===== src/logic/plsl_consts.vh =====
// Purpose: shared constants for the port indicator and strap block
// Assumes: 32-bit APB, core clock at 20 MHz
// Notes:   definitions only, no logic
`ifndef PLSL_CONSTS_VH
`define PLSL_CONSTS_VH

// clock and blink timing
`define PLSL_CLK_HZ          20000000
`define PLSL_BLINK_MS        30
// 30 ms of 20 MHz cycles, sized to the divider so no bits are dropped
`define PLSL_BLINK_CYCLES    20'd600000
`define PLSL_BLINK_W         20

// port count
`define PLSL_PORTS           5

// register byte offsets
`define PLSL_REG_STRAP       12'h000
`define PLSL_REG_CFGMEM      12'h004
`define PLSL_REG_LEDCTL      12'h008
`define PLSL_REG_PORTSTAT    12'h00c

// strap register fields
`define PLSL_STRAP_BP        0
`define PLSL_STRAP_AN        1
`define PLSL_STRAP_XOV       2
`define PLSL_STRAP_COLOUR    3
`define PLSL_STRAP_ADDR_LO   4
`define PLSL_STRAP_ADDR_HI   5
`define PLSL_STRAP_VALID     8

// config memory register fields
`define PLSL_CFG_SEL         0
`define PLSL_CFG_CLK         1
`define PLSL_CFG_DOUT        2
`define PLSL_CFG_DIN         8

// led control fields
`define PLSL_LED_OFF         0

// port status field bases
`define PLSL_PS_LINK         0
`define PLSL_PS_FDX          8
`define PLSL_PS_SPD          16

// strap defaults before the first capture
`define PLSL_DEF_BP          1'b1
`define PLSL_DEF_AN          1'b1
`define PLSL_DEF_XOV         1'b0
`define PLSL_DEF_COLOUR      1'b0
`define PLSL_DEF_ADDR_HI     1'b0
`define PLSL_DEF_ADDR_LO     1'b0

`endif


===== src/logic/plsl_blink.v =====
// Purpose: shared blink square wave for all port indicators
// Assumes: one clock, asynchronous active-low reset
// Notes:   half period set by a parameter so simulation can shorten it
`timescale 1ns/1ps
`default_nettype none
`include "plsl_consts.vh"

module plsl_blink #(
    parameter [`PLSL_BLINK_W-1:0] HALF_CYCLES = `PLSL_BLINK_CYCLES
) (
    input  wire                     pclk,
    input  wire                     presetn,
    output reg                      blink
);

    reg [`PLSL_BLINK_W-1:0] count;   // cycles into the current half period

    // free-running divider; one toggle per half period
    always @(posedge pclk or negedge presetn) begin
        if (!presetn) begin
            count <= {`PLSL_BLINK_W{1'b0}};
            blink <= 1'b0;
        end else if (count >= HALF_CYCLES - 1'b1) begin
            count <= {`PLSL_BLINK_W{1'b0}};
            blink <= ~blink;
        end else begin
            count <= count + 1'b1;
        end
    end

endmodule // plsl_blink
`default_nettype wire


===== src/logic/plsl_port_led.v =====
// Purpose: indicator levels for one switch port
// Assumes: status inputs synchronous to pclk
// Notes:   all three lamps are active low
`timescale 1ns/1ps
`default_nettype none

module plsl_port_led (
    input  wire                     pclk,
    input  wire                     presetn,
    input  wire                     blink,
    input  wire                     leds_off,
    input  wire                     link_up,
    input  wire                     activity,
    input  wire                     full_duplex,
    input  wire                     collision,
    input  wire                     speed_100,
    output reg                      link_led,
    output reg                      dup_led,
    output reg                      spd_led
);

    // registered lamp levels; reset shows every lamp dark
    always @(posedge pclk or negedge presetn) begin
        if (!presetn) begin
            link_led <= 1'b1;
            dup_led  <= 1'b1;
            spd_led  <= 1'b1;
        end else if (leds_off) begin
            // lamp test off: everything dark
            link_led <= 1'b1;
            dup_led  <= 1'b1;
            spd_led  <= 1'b1;
        end else begin
            if (!link_up)
                link_led <= 1'b1;
            else if (activity)
                link_led <= blink;
            else
                link_led <= 1'b0;
            // collision blink takes priority over duplex level
            if (collision)
                dup_led <= blink;
            else
                dup_led <= ~full_duplex;
            spd_led <= ~speed_100;
        end
    end

endmodule // plsl_port_led
`default_nettype wire


===== src/logic/plsl_top.v =====
// Purpose: port indicator drive, power-on strap capture and config memory pin control
// Assumes: pclk at 20 MHz; status and pin inputs synchronous to pclk
// Notes:   config memory protocol is bit-banged by software through a register
`timescale 1ns/1ps
`default_nettype none
`include "plsl_consts.vh"

module plsl_top #(
    parameter [`PLSL_BLINK_W-1:0] BLINK_HALF_CYCLES = `PLSL_BLINK_CYCLES
) (
    // apb slave
    input  wire                     pclk,
    input  wire                     presetn,
    input  wire                     psel,
    input  wire                     penable,
    input  wire                     pwrite,
    input  wire [11:0]              paddr,
    input  wire [31:0]              pwdata,
    output wire                     pready,
    output reg  [31:0]              prdata,
    output wire                     pslverr,
    // power-on reset input
    input  wire                     rc_reset_input,
    // per-port status from the switch core
    input  wire [4:0]               port_link_up,
    input  wire [4:0]               port_activity,
    input  wire [4:0]               port_full_duplex,
    input  wire [4:0]               port_collision,
    input  wire [4:0]               port_speed_100,
    // indicator pins
    output wire [4:0]               link_activity_led,
    output wire [4:0]               duplex_collision_led_o,
    output wire [4:0]               duplex_collision_led_oe,
    input  wire [4:0]               duplex_collision_led_i,
    output wire [4:0]               port_speed_led,
    // low address strap pin
    input  wire                     transmit_enable_pin,
    // serial configuration memory pins
    input  wire                     cfg_mem_serial_in,
    output wire                     cfg_mem_select_o,
    output wire                     cfg_mem_select_oe,
    output wire                     cfg_mem_serial_clock_o,
    output wire                     cfg_mem_serial_clock_oe,
    input  wire                     cfg_mem_serial_clock_i,
    output wire                     cfg_mem_serial_out_o,
    output wire                     cfg_mem_serial_out_oe,
    input  wire                     cfg_mem_serial_out_i,
    // captured strap settings for the switch core
    output reg                      backpressure_strap,
    output reg                      autoneg_strap,
    output reg                      crossover_strap,
    output reg                      indicator_colour_strap,
    output reg                      chip_address_strap_high,
    output reg                      chip_address_strap_low,
    output reg                      strap_valid,
    output wire                     reset_n_pin
);

    // power-on reset sequencing

    reg                             rc_meta;     // first synchroniser stage
    reg                             rc_sync;     // second stage, safe to use
    reg                             por_active;  // high until rc input released

    // two-flop synchroniser on the slow rc input; the rc edge is far
    // slower than pclk, so metastability is the only hazard
    always @(posedge pclk or negedge presetn) begin
        if (!presetn) begin
            rc_meta <= 1'b0;
            rc_sync <= 1'b0;
        end else begin
            rc_meta <= rc_reset_input;
            rc_sync <= rc_meta;
        end
    end

    // internal power-on reset: held from presetn until rc input goes high
    always @(posedge pclk or negedge presetn) begin
        if (!presetn)
            por_active <= 1'b1;
        else if (rc_sync)
            por_active <= 1'b0;
    end

    // capture happens on the one cycle when the power-on reset lets go
    wire strap_capture = por_active & rc_sync;

    // inverted copy of the internal power-on reset for the rest of the chip
    assign reset_n_pin = ~por_active;

    // strap capture

    // pins float during reset so pulls set the level; values are caught
    // in a clocked process at release, never loaded by the async reset
    always @(posedge pclk or negedge presetn) begin
        if (!presetn) begin
            backpressure_strap      <= `PLSL_DEF_BP;
            autoneg_strap           <= `PLSL_DEF_AN;
            crossover_strap         <= `PLSL_DEF_XOV;
            indicator_colour_strap  <= `PLSL_DEF_COLOUR;
            chip_address_strap_high <= `PLSL_DEF_ADDR_HI;
            chip_address_strap_low  <= `PLSL_DEF_ADDR_LO;
            strap_valid             <= 1'b0;
        end else if (strap_capture) begin
            backpressure_strap      <= duplex_collision_led_i[2];
            chip_address_strap_high <= duplex_collision_led_i[1];
            chip_address_strap_low  <= transmit_enable_pin;
            autoneg_strap           <= duplex_collision_led_i[0];
            crossover_strap         <= cfg_mem_serial_clock_i;
            indicator_colour_strap  <= cfg_mem_serial_out_i;
            strap_valid             <= 1'b1;
        end
    end

    // software registers

    reg                             cfg_sel;     // memory chip-select level
    reg                             cfg_clk;     // memory serial clock level
    reg                             cfg_dout;    // memory serial data level
    reg                             leds_off;    // lamp blank control

    wire setup_phase = psel & ~penable;          // address phase of apb
    wire wr_access   = psel & penable & pwrite;  // write takes effect here

    // decode of mapped offsets; word aligned only
    wire hit_strap = (paddr == `PLSL_REG_STRAP);
    wire hit_cfg   = (paddr == `PLSL_REG_CFGMEM);
    wire hit_led   = (paddr == `PLSL_REG_LEDCTL);
    wire hit_stat  = (paddr == `PLSL_REG_PORTSTAT);
    wire hit_any   = hit_strap | hit_cfg | hit_led | hit_stat;

    // zero wait states; unmapped offsets answer with an error
    assign pready  = 1'b1;
    assign pslverr = psel & penable & ~hit_any;

    // writable controls; read-only offsets ignore writes
    always @(posedge pclk or negedge presetn) begin
        if (!presetn) begin
            cfg_sel  <= 1'b0;
            cfg_clk  <= 1'b0;
            cfg_dout <= 1'b0;
            leds_off <= 1'b0;
        end else if (wr_access) begin
            if (hit_cfg) begin
                cfg_sel  <= pwdata[`PLSL_CFG_SEL];
                cfg_clk  <= pwdata[`PLSL_CFG_CLK];
                cfg_dout <= pwdata[`PLSL_CFG_DOUT];
            end
            if (hit_led)
                leds_off <= pwdata[`PLSL_LED_OFF];
        end
    end

    // read mux, combinational, registered below
    reg [31:0] next_prdata;
    always @* begin
        next_prdata = 32'h0000_0000;
        if (hit_strap) begin
            next_prdata[`PLSL_STRAP_BP]      = backpressure_strap;
            next_prdata[`PLSL_STRAP_AN]      = autoneg_strap;
            next_prdata[`PLSL_STRAP_XOV]     = crossover_strap;
            next_prdata[`PLSL_STRAP_COLOUR]  = indicator_colour_strap;
            next_prdata[`PLSL_STRAP_ADDR_LO] = chip_address_strap_low;
            next_prdata[`PLSL_STRAP_ADDR_HI] = chip_address_strap_high;
            next_prdata[`PLSL_STRAP_VALID]   = strap_valid;
        end else if (hit_cfg) begin
            next_prdata[`PLSL_CFG_SEL]  = cfg_sel;
            next_prdata[`PLSL_CFG_CLK]  = cfg_clk;
            next_prdata[`PLSL_CFG_DOUT] = cfg_dout;
            next_prdata[`PLSL_CFG_DIN]  = cfg_mem_serial_in;
        end else if (hit_led) begin
            next_prdata[`PLSL_LED_OFF] = leds_off;
        end else if (hit_stat) begin
            next_prdata[`PLSL_PS_LINK+4:`PLSL_PS_LINK] = port_link_up;
            next_prdata[`PLSL_PS_FDX+4:`PLSL_PS_FDX]   = port_full_duplex;
            next_prdata[`PLSL_PS_SPD+4:`PLSL_PS_SPD]   = port_speed_100;
        end
    end

    // read data captured in the setup cycle so it is steady in access
    always @(posedge pclk or negedge presetn) begin
        if (!presetn)
            prdata <= 32'h0000_0000;
        else if (setup_phase)
            prdata <= pwrite ? 32'h0000_0000 : next_prdata;
    end

    // config memory pin drive

    // all three pins float during power-on reset so straps can be read;
    // afterwards they follow the software levels
    assign cfg_mem_select_oe       = ~por_active;
    assign cfg_mem_serial_clock_oe = ~por_active;
    assign cfg_mem_serial_out_oe   = ~por_active;
    assign cfg_mem_select_o        = cfg_sel;
    assign cfg_mem_serial_clock_o  = cfg_clk;
    assign cfg_mem_serial_out_o    = cfg_dout;

    // indicators

    wire blink;  // shared square wave for every port

    plsl_blink #(
        .HALF_CYCLES (BLINK_HALF_CYCLES)
    ) u_blink (
        .pclk    (pclk),
        .presetn (presetn),
        .blink   (blink)
    );

    // duplex lamps share pins with straps, so they float during reset too;
    // a lamp glitch at power-up is the price of the shared pin
    assign duplex_collision_led_oe = {`PLSL_PORTS{~por_active}};

    genvar gi;
    generate
        for (gi = 0; gi < `PLSL_PORTS; gi = gi + 1) begin : g_port
            plsl_port_led u_led (
                .pclk        (pclk),
                .presetn     (presetn),
                .blink       (blink),
                .leds_off    (leds_off),
                .link_up     (port_link_up[gi]),
                .activity    (port_activity[gi]),
                .full_duplex (port_full_duplex[gi]),
                .collision   (port_collision[gi]),
                .speed_100   (port_speed_100[gi]),
                .link_led    (link_activity_led[gi]),
                .dup_led     (duplex_collision_led_o[gi]),
                .spd_led     (port_speed_led[gi])
            );
        end
    endgenerate

endmodule // plsl_top
`default_nettype wire


===== config.mk =====
export PLATFORM = sky130hd
export DESIGN_NAME = plsl_top
export DESIGN_NICKNAME = d
export VERILOG_FILES = /design/src/logic/plsl_blink.v /design/src/logic/plsl_port_led.v /design/src/logic/plsl_top.v
export VERILOG_INCLUDE_DIRS = /design/src /design/src/logic
export SDC_FILE = /design/constraint.sdc
export NUM_CORES = 1
export LEC_CHECK = 0
export ABC_CLOCK_PERIOD_IN_PS = 2400
export BUFFER_PORTS_ARGS = -buffer_cell sky130_fd_sc_hd__buf_2
export CAP_MARGIN = 20
export CORE_MARGIN = 2
export CORE_UTILIZATION = 47
export CTS_CLUSTER_SIZE = 40
export DETAILED_ROUTE_END_ITERATION = 6
export GPL_TIMING_DRIVEN = 1
export PLACE_DENSITY = 0.81
export SETUP_SLACK_MARGIN = 0.5
export SLEW_MARGIN = 5
export SYNTH_ARGS = -nofsm -noshare
export SYNTH_HDL_FRONTEND = slang
export SYNTH_HIERARCHICAL = 1
export SYNTH_SLANG_ARGS = --single-unit

===== constraint.sdc =====
create_clock -name pclk -period 2.4 [get_ports pclk]
set_input_delay 0 -clock pclk [delete_from_list [all_inputs] [get_ports pclk]]
set_output_delay 0 -clock pclk [all_outputs]
set_load 0.01 [all_outputs]

======== Word-level counts from Yosys, hierarchy flattened ========
Index checks and enable logic that the tools add are counted.
storage, ports and cells
  register bits ........................... 82
  latch bits .............................. 0
  memory bits (writable) .................. 0
  bits in read-only memories .............. 0
  input port bits ......................... 84
  output and inout port bits .............. 68
  logic and storage cells ................. 111
  memories ................................ 0
operators by class
  add/sub/neg operators ................... 1
  multipliers ............................. 0
  div/mod/pow operators ................... 0
  magnitude comparators ................... 1
  equality and inequality tests ........... 3
  shift-type cells ........................ 0
  muxes and demuxes ....................... 49
  bitwise logic cells ..................... 22
  reductions and logical operators ........ 3
operator list
  kind                                                                     count
  5-bit 2-to-1 mux                                                         8
  1-bit 2-to-1 mux                                                         34
  12-bit by 4-bit equality test with 1-bit output (second input constant)  2
  21-bit 2-to-1 mux                                                        1
  20-bit by 1-bit adder with 20-bit output (second input constant)         1
  20-bit greater-or-equal comparator (second input constant)               1
  20-bit 2-to-1 mux                                                        1
  1-bit NOT                                                                14
  12-bit by 3-bit equality test with 1-bit output (second input constant)  1
  12-bit logical NOT                                                       1
  4-bit 2-to-1 mux                                                         3
  1-bit bitwise AND                                                        5
  2-bit AND reduction                                                      2
  3-bit 2-to-1 mux                                                         1
  1-bit bitwise OR                                                         3
  2-bit 2-to-1 mux                                                         1

======== Logic depth before layout (Yosys ltp) ========
Gate-level depths: netlist of run 1.
  word-level depth ........................ 6
  depth in mapped cells ................... 6
  gate-level depth less buffers ........... 5

======== By module ========
Netlist of run 1, hierarchy kept.
modules (own cells, without submodules)
  module         instances  cells each  area each (µm²)  sequential area each (µm²)
  plsl_top       1          135         1507.7           754.5
  plsl_blink     1          117         1134.8           525.5
  plsl_port_led  5          9           117.6            78.8

======== Least setup slack after synthesis of run 1 ========
No wires, ideal clock.
  kind .................................... register -> register
  start point ............................. reg u_blink.count[14]
  end point ............................... reg u_blink.count[19]
  library setup time ...................... 0.137 ns
  arrival ................................. 1.724 ns
  required time ........................... 2.263 ns
  slack ................................... 0.538 ns
  cell stages (with the launch flop) ...... 6
  buffers on the path ..................... 1
  clock period less this slack ............ 1.862 ns
  path through ............................ dfrtp_1 or4b_1 or4_1 a21oi_2 buf_4 nor3_1
on the way
  cells in the longest elaborated chain, start to end .. 2
  elaborated cells on any way between the ends .. 3
  classes of those cells .................. add/sub (1); order compare (1); mux (1)
ends and longest elaborated chain
  element                                                                                         RTL line                          RTL
  from (decl)                                                                                     plsl_blink.v:16                   reg [`PLSL_BLINK_W-1:0] count;
  from (signal assigned)                                                                          plsl_blink.v:21                   count <= {`PLSL_BLINK_W{1'b0}};
  from (signal assigned)                                                                          plsl_blink.v:24                   count <= {`PLSL_BLINK_W{1'b0}};
  from (signal assigned)                                                                          plsl_blink.v:27                   count <= count + 1'b1;
  20-bit by 1-bit adder with 20-bit output or 20-bit greater-or-equal comparator (tied branches)  plsl_blink.v:27, plsl_blink.v:23
  20-bit 2-to-1 mux *                                                                             plsl_blink.v:23                   end else if (count >= HALF_CYCLES - 1'b1) begin
Every way passes the cells marked *; elsewhere a longest branch is shown, timed or not.
A chain may end at the register's enable or synchronous reset.

======== Worst setup path after layout of run 1 ========
  start point ............................. reg u_blink.count[14]
  end point ............................... reg u_blink.count[16]
The elaborated chain is that of the path after synthesis.

==> metrics.cfg, run 1 <==
[run_status]
status = finished, final reports clean

[detailed_routing]
num_vias = 2791
drc = 0
ant_nets = 0
drt-vias-per-instance = 5.33
routed_wirelength_mm = 8.73
wl_per_cell_um = 16.7
drt_iter0_markers = 230
drtPass1Iterations = 4

[cells_and_area]
final_cell_mix = buf_2 (103), dfrtp_1 (44), dlygate4sd3_1 (37)
design_area_um2 = 4410
final.fill_count = 463
drive_gt1_frac = 0.390
syn2layout_area_growth_pct = 36.4
layout_commonest_cell = buf_2
layout.nets = 524
utilization = 0.656
diodes = 0

[sta]
finalClockSkew_ns = 0.0112
maxSlewHeadroom = 0.605
fin_crit_ns = 1.93
rsz0062_at_grt = yes
fmax_ghz = 0.518
final_max_slew_viol_count = 0
tns_ns = 0
finalSetupViolCount = 0
tightest_slew_ns = 0.587
period_share = 0.805
timing.hold.ws_ns = 0.103
report.final.hold_viol_count = 0

[yosys]
synth_compound_area_frac = 0.101
syn_avg_cell_area_um2 = 10.9
synth_edf_count = 0
synthAdderAreaFrac = 0.00387
netlist_instances = 297
synth_top_family_by_area = simple AND/OR/NAND/NOR gates
post_synth_instance_area_um2 = 3230
synth_top_flop_cell = dfrtp_1
yosysWarnings = 6
synthArstFlopShare = 1.00
synth_seq_cells = 66
synthSimpleGateAreaFrac = 0.222
synthMuxAreaShare = 0.0380
yosysSeqAreaShare = 0.518
synth_cell_types = 49
synth_xor_area_frac = 0.0352

[grt]
grt_usage = 0.236
grt_pass1_wl_mm = 13.8
grt_max_degree = 27
grt_antenna_before_repair = 0
grt_pass1_vias = 2866
grt_remaining_overflow = 0

[flow_run]
maxCapViolations = 0

[die]
ios = 152
dieArea_um2 = 7550
coreArea_um2 = 6720
die_height_um = 86.9
rows = 30
start_util = 0.481
fp.dieW_um = 86.9

[critical_path]
crit_fanout = 8
cpLargestDelayFamily = simple AND/OR/NAND/NOR gates
cp_num_buf_inv = 1
critical_path_required_ns = 2.60
path_class = flop to flop
reg2reg_depth = 5
rrSetupSlack_ns = 0.47
crit-reg2reg-capture = u_blink/count[16]
critPathArrivalTime_ns = 2.13
cp_slowest_cell = or4b_1
cp_cell_sequence = or4b_1, or4_4, a21oi_4, buf_6, a211oi_1
end_kind = flop
r2r-start = u_blink/count[14]
startpoint_type = flop
cpPeakStageDelay_ns = 0.51

[hold_path]
min_from = psel
worstHoldPathCells = 3
worstHoldPathType = input pin to flop
min_to = prdata[5]

[cts]
clockBufferDepth = 2
clock_sinks = 66
cts_made_buffers = 9
clk_pin_slew_ns = 0.08
clock-root-buffer = clkbuf_8
htreeDepth = 3
clock_latency_ns = 0.33
cts_tree = built

[power]
p_leak_nw = 2.06
power_density_nw_per_um2 = 565
ir_worst_vdd_uv = 226

[placement]
placed_cell_area_um2 = 3720
gp_congestion = 0.858
dp_hpwl_mm = 5.18
port-buffer-count = 103

==> timing repair <==
action | 4_1_cts | 5_1_grt
resized for setup | 10 | 4
endpoints found under the setup margin | 20 | 20
buffers inserted | 2 | 2
hold buffers | 37 | 0
hold endpoints to repair | 56 | 0
cloned | 1 | 0
pin swaps | 0 | 1
==> metrics by stage <==
step | cells | setup WS [ns] | power (mW)
3_3_place_gp | 466 | 0.414 | 1.34
3_5_place_dp | 466 | 0.394 | 1.35
4_1_cts | 522 | 0.489 | 2.49
2_1_floorplan | 312 | 0.538 | 1.26
6_report | 524 | 0.468 | 2.49
5_1_grt | 524 | 0.415 | 2.58
==> Yosys cell counts, types with 5 or more instances <==
library cell / count / share of area
a21o_1: 5 / 0.012
a22o_1: 9 / 0.024
buf_4: 27 / 0.063
clkbuf_1: 8 / 0.0093
dfrtp_1: 48 / 0.37
dfstp_2: 18 / 0.15
inv_1: 5 / 0.0058
mux2_1: 7 / 0.024
nand2_1: 29 / 0.034
nand2b_1: 16 / 0.031
nand3_1: 7 / 0.011
nand3b_1: 6 / 0.014
nand4_1: 7 / 0.014
nor2_1: 10 / 0.012
nor3_1: 21 / 0.033
o21ai_0: 5 / 0.0077
or2b_1: 5 / 0.012
xnor2_1: 10 / 0.027
==> worst min-delay path, stage by stage <==
cell and delay (ns):
buf_2 0.11, nand2b_1 0.18, o41ai_1 0.10
==> area by class of cell <==
class                           count  area, µm²  share of cell area
Clock buffer                       11        131              0.0298
Clock inverter                      5        103              0.0233
Inverter                            5       18.8             0.00426
Multi-Input combinational cell    205       1390               0.315
Sequential cell                    66       1680               0.381
Tap cell                           80        100              0.0227
Timing Repair Buffer              152        987               0.224
==> state kept, by name, indices dropped and copies added (netlist names), 5 cells and up <==
| name | flops |
|---|---|
| prdata | 16 |
| g_port.u_led/dup_led | 5 |
| u_blink/count | 20 |
| g_port.u_led/spd_led | 5 |
| g_port.u_led/link_led | 5 |
==> layer usage <==
layer	vias up	routed length (µm)	GRT usage
met5	-	0	0
met4	0	229	0.104
met3	23	537	0.0455
met2	132	4530	0.419
met1	1343	3430	0.275
li1	1293	-	-
==> how the worst max path moves through the flow <==
stage | start | end | depth (start not counted)
after floorplan | u_blink/count[14] | u_blink/count[19] | 5
after global routing | u_blink/count[14] | u_blink/count[19] | 5
after global placement | u_blink/count[14] | u_blink/count[3] | 5
after CTS | u_blink/count[14] | u_blink/count[13] | 5
final | u_blink/count[14] | u_blink/count[16] | 5
after detailed placement | u_blink/count[14] | u_blink/count[4] | 5
==> power by group <==
| part | internal, mW | leakage, nW | total (mW) | switching (mW) |
|---|---|---|---|---|
| Clock | 0.690 | 0.114 | 1.11 | 0.417 |
| Sequential | 1.14 | 0.826 | 1.15 | 0.00888 |
| Combinational | 0.109 | 1.12 | 0.229 | 0.120 |
| Total | 1.94 | 2.06 | 2.49 | 0.546 |
==> cell families after synthesis <==
group                    count (synthesis)
flip-flops                              66
other                                    2
adder cells (fa/ha/maj)                  1
buffers and inverters                   41
AND/OR/NAND/NOR                        122
AO/OA/AOI/OAI                           41
multiplexers                            11
XOR/XNOR                                13
Power figures use the tool's default switching activity.
==> inputs of run 2 (changes only) <==
- ABC_AREA: not set -> 1
- ABC_CLOCK_PERIOD_IN_PS: 2400 -> 1600
- CORE_UTILIZATION: 47 -> 43
- PLACE_DENSITY: 0.81 -> 0.77
- clock period: 2.4 -> 1.6 ns (I/O delays scaled with it)
==> run 2 against run 1 <==
  * Clock-buffer cell count shrank 2
  * Global-route usage shrank 0.18 points
  * Final area grew 10%
  * Worst setup slack lost 0.23 ns
  * Core utilization shrank 2.4 points
  * Synthesized cell count grew 36%
  * Worst hold slack lost 0.017 ns
  * Largest power group unchanged
  * Highest routed layer unchanged
==> metrics.cfg, run 2 <==
[run_status]
status = finished, final reports clean

[critical_path]
path_class = flop to flop
critical_path_required_ns = 1.84
critPathArrivalTime_ns = 1.61
reg2reg_depth = 8
startpoint_type = flop
crit_fanout = 3
end_kind = flop

[cts]
clock_sinks = 66
clock_latency_ns = 0.36
clockBufferDepth = 2
cts_made_buffers = 9
clk_pin_slew_ns = 0.07
htreeDepth = 3
clock-root-buffer = clkbuf_8
cts_tree = built

[cells_and_area]
reg.largest.list = u_blink/count x20, prdata x16
largest_reg_flops = 20
top_register = u_blink/count
final_cell_mix = nand2_1 (97), buf_2 (94), dfrtp_1 (46)
drive_gt1_frac = 0.380
layout_commonest_cell = nand2_1
layout.nets = 653
design_area_um2 = 4850
diodes = 0
syn2layout_area_growth_pct = 42.5
final.fill_count = 538
utilization = 0.632

[yosys]
synth_top_flop_cell = dfrtp_1
synth_seq_cells = 66
synthArstFlopShare = 1.00
yosysWarnings = 6
synth_edf_count = 0
yosysSeqAreaShare = 0.492
synth_top_area_share = 0.353
synth.most_common_cell = nand2_1
synth_cell_types = 31
syn_avg_cell_area_um2 = 8.41
synth.cells.most_frequent = nand2_1 (102), dfrtp_1 (48), inv_1 (47), nor2_1 (46), nand3_1 (39)
yosys.area.top_type = dfrtp_1
ys_top_cells_by_area = dfrtp_1 (35%), dfstp_2 (14%), nand2_1 (11%)
netlist_instances = 405
post_synth_instance_area_um2 = 3410

[die]
coreArea_um2 = 7690
die_height_um = 93.0
ios = 152
rows = 32
fp.dieW_um = 93.0
start_util = 0.443
dieArea_um2 = 8650

[placement]
gp_congestion = 0.828
port-buffer-count = 103
dp_hpwl_mm = 5.93
placed_cell_area_um2 = 3920

[detailed_routing]
drtPass1Iterations = 5
drc = 0
ant_nets = 0
drt-vias-per-instance = 5.13
num_vias = 3464
wl_per_cell_um = 16.0
routed_wirelength_mm = 10.8
drt_iter0_markers = 308

[grt]
grt_pass1_wl_mm = 15.7
grt_antenna_before_repair = 0
grt_pass1_vias = 3313
grt_usage = 0.234
grt_remaining_overflow = 0
grt_max_degree = 67

[power]
p_sw_frac = 0.250
power_density_nw_per_um2 = 744
pwr-share-comb = 0.084
clkPwrFrac = 0.447
power_mw = 3.61
p_int_mw = 2.71
p_sw_mw = 0.903
seq_power_share = 0.469
p_leak_nw = 2.40
ir_worst_vdd_uv = 634

[sta]
timing.hold.ws_ns = 0.0861
period_share = 0.853
finalClockSkew_ns = 0.00959
fin_crit_ns = 1.36
finalSetupViolCount = 0
tns_ns = 0
report.final.hold_viol_count = 0
final_max_slew_viol_count = 0
fmax_ghz = 0.733
maxSlewHeadroom = 0.583
tightest_slew_ns = 0.625
rsz0062_at_grt = yes

[hold_path]
worstHoldPathCells = 5
worstHoldPathType = input pin to flop

[flow_run]
maxCapViolations = 0

## run 2: final timing paths
path                                            end  slack, ns             start
max reg2reg                       u_blink/count[14]       0.24  u_blink/count[0]
min reg2reg                                 rc_sync       0.36           rc_meta
max in group asynchronous  g_port[2].u_led/link_led       1.07           presetn
min in group asynchronous                prdata[17]       0.20           presetn
min                                        leds_off       0.09            pwrite
max                               u_blink/count[14]       0.24  u_blink/count[0]
## run 2: layer usage
| metal | vias up | track usage | wire (µm) |
|---|---|---|---|
| met5 | - | 0 | 0 |
| met4 | 0 | 0.108 | 272 |
| met3 | 27 | 0.0524 | 773 |
| met2 | 188 | 0.417 | 5680 |
| met1 | 1702 | 0.266 | 4070 |
| li1 | 1547 | - | - |
## run 2: power by group through the flow
stage | clock, mW | sequential (mW) | combinational [mW]
final | 1.61 | 1.69 | 0.305
after global routing | 1.71 | 1.69 | 0.329
after CTS | 1.61 | 1.69 | 0.287
after detailed placement | 0 | 1.72 | 0.210
after global placement | 0 | 1.72 | 0.206
after floorplan | 0 | 1.72 | 0.104
## run 2: logic make-up (layout without fill, tap and decap cells)
group	count (synthesis)	in the layout	synth area share
AO/OA/AOI/OAI	20	20	0.0320
XOR/XNOR	11	11	0.0283
adder cells (fa/ha/maj)	1	1	0.00367
buffers and inverters	78	231	0.125
flip-flops	66	66	0.492
multiplexers	5	5	0.0165
other	2	17	0.00221
AND/OR/NAND/NOR	222	222	0.301
## run 2: per-stage QoR
step | std cells | setup slack (ns)
6_report | 675 | 0.236
5_1_grt | 675 | 0.122
4_1_cts | 664 | 0.232
3_5_place_dp | 598 | 0.133
3_3_place_gp | 598 | 0.166
2_1_floorplan | 420 | 0.317
## run 2: timing repair
action	4_1_cts	5_1_grt
gates resized for setup	18	26
hold endpoints to repair	102	2
cloned	1	1
hold buffers	40	2
buffers inserted	9	11
endpoints found under the setup margin	35	38
pin swaps	5	5
## run 2: layout make-up
cell class,instances,area [µm²],share of cell area
Clock buffer,9,124,0.0255
Clock inverter,7,101,0.0209
Inverter,47,179,0.0369
Multi-Input combinational cell,276,1450,0.299
Sequential cell,66,1680,0.345
Tap cell,102,128,0.0263
Timing Repair Buffer,167,1190,0.244
Timing Repair inverter,1,7.51,0.00155
## run 2: worst max-delay path: stages, from the launching register on
cell and delay [ns]:
dfrtp_1 0.42, ha_4 0.18, nand3_4 0.09, nor2_4 0.04
buf_4 0.12, buf_4 0.13, nand3_1 0.07, xor2_1 0.14
nor2_1 0.06
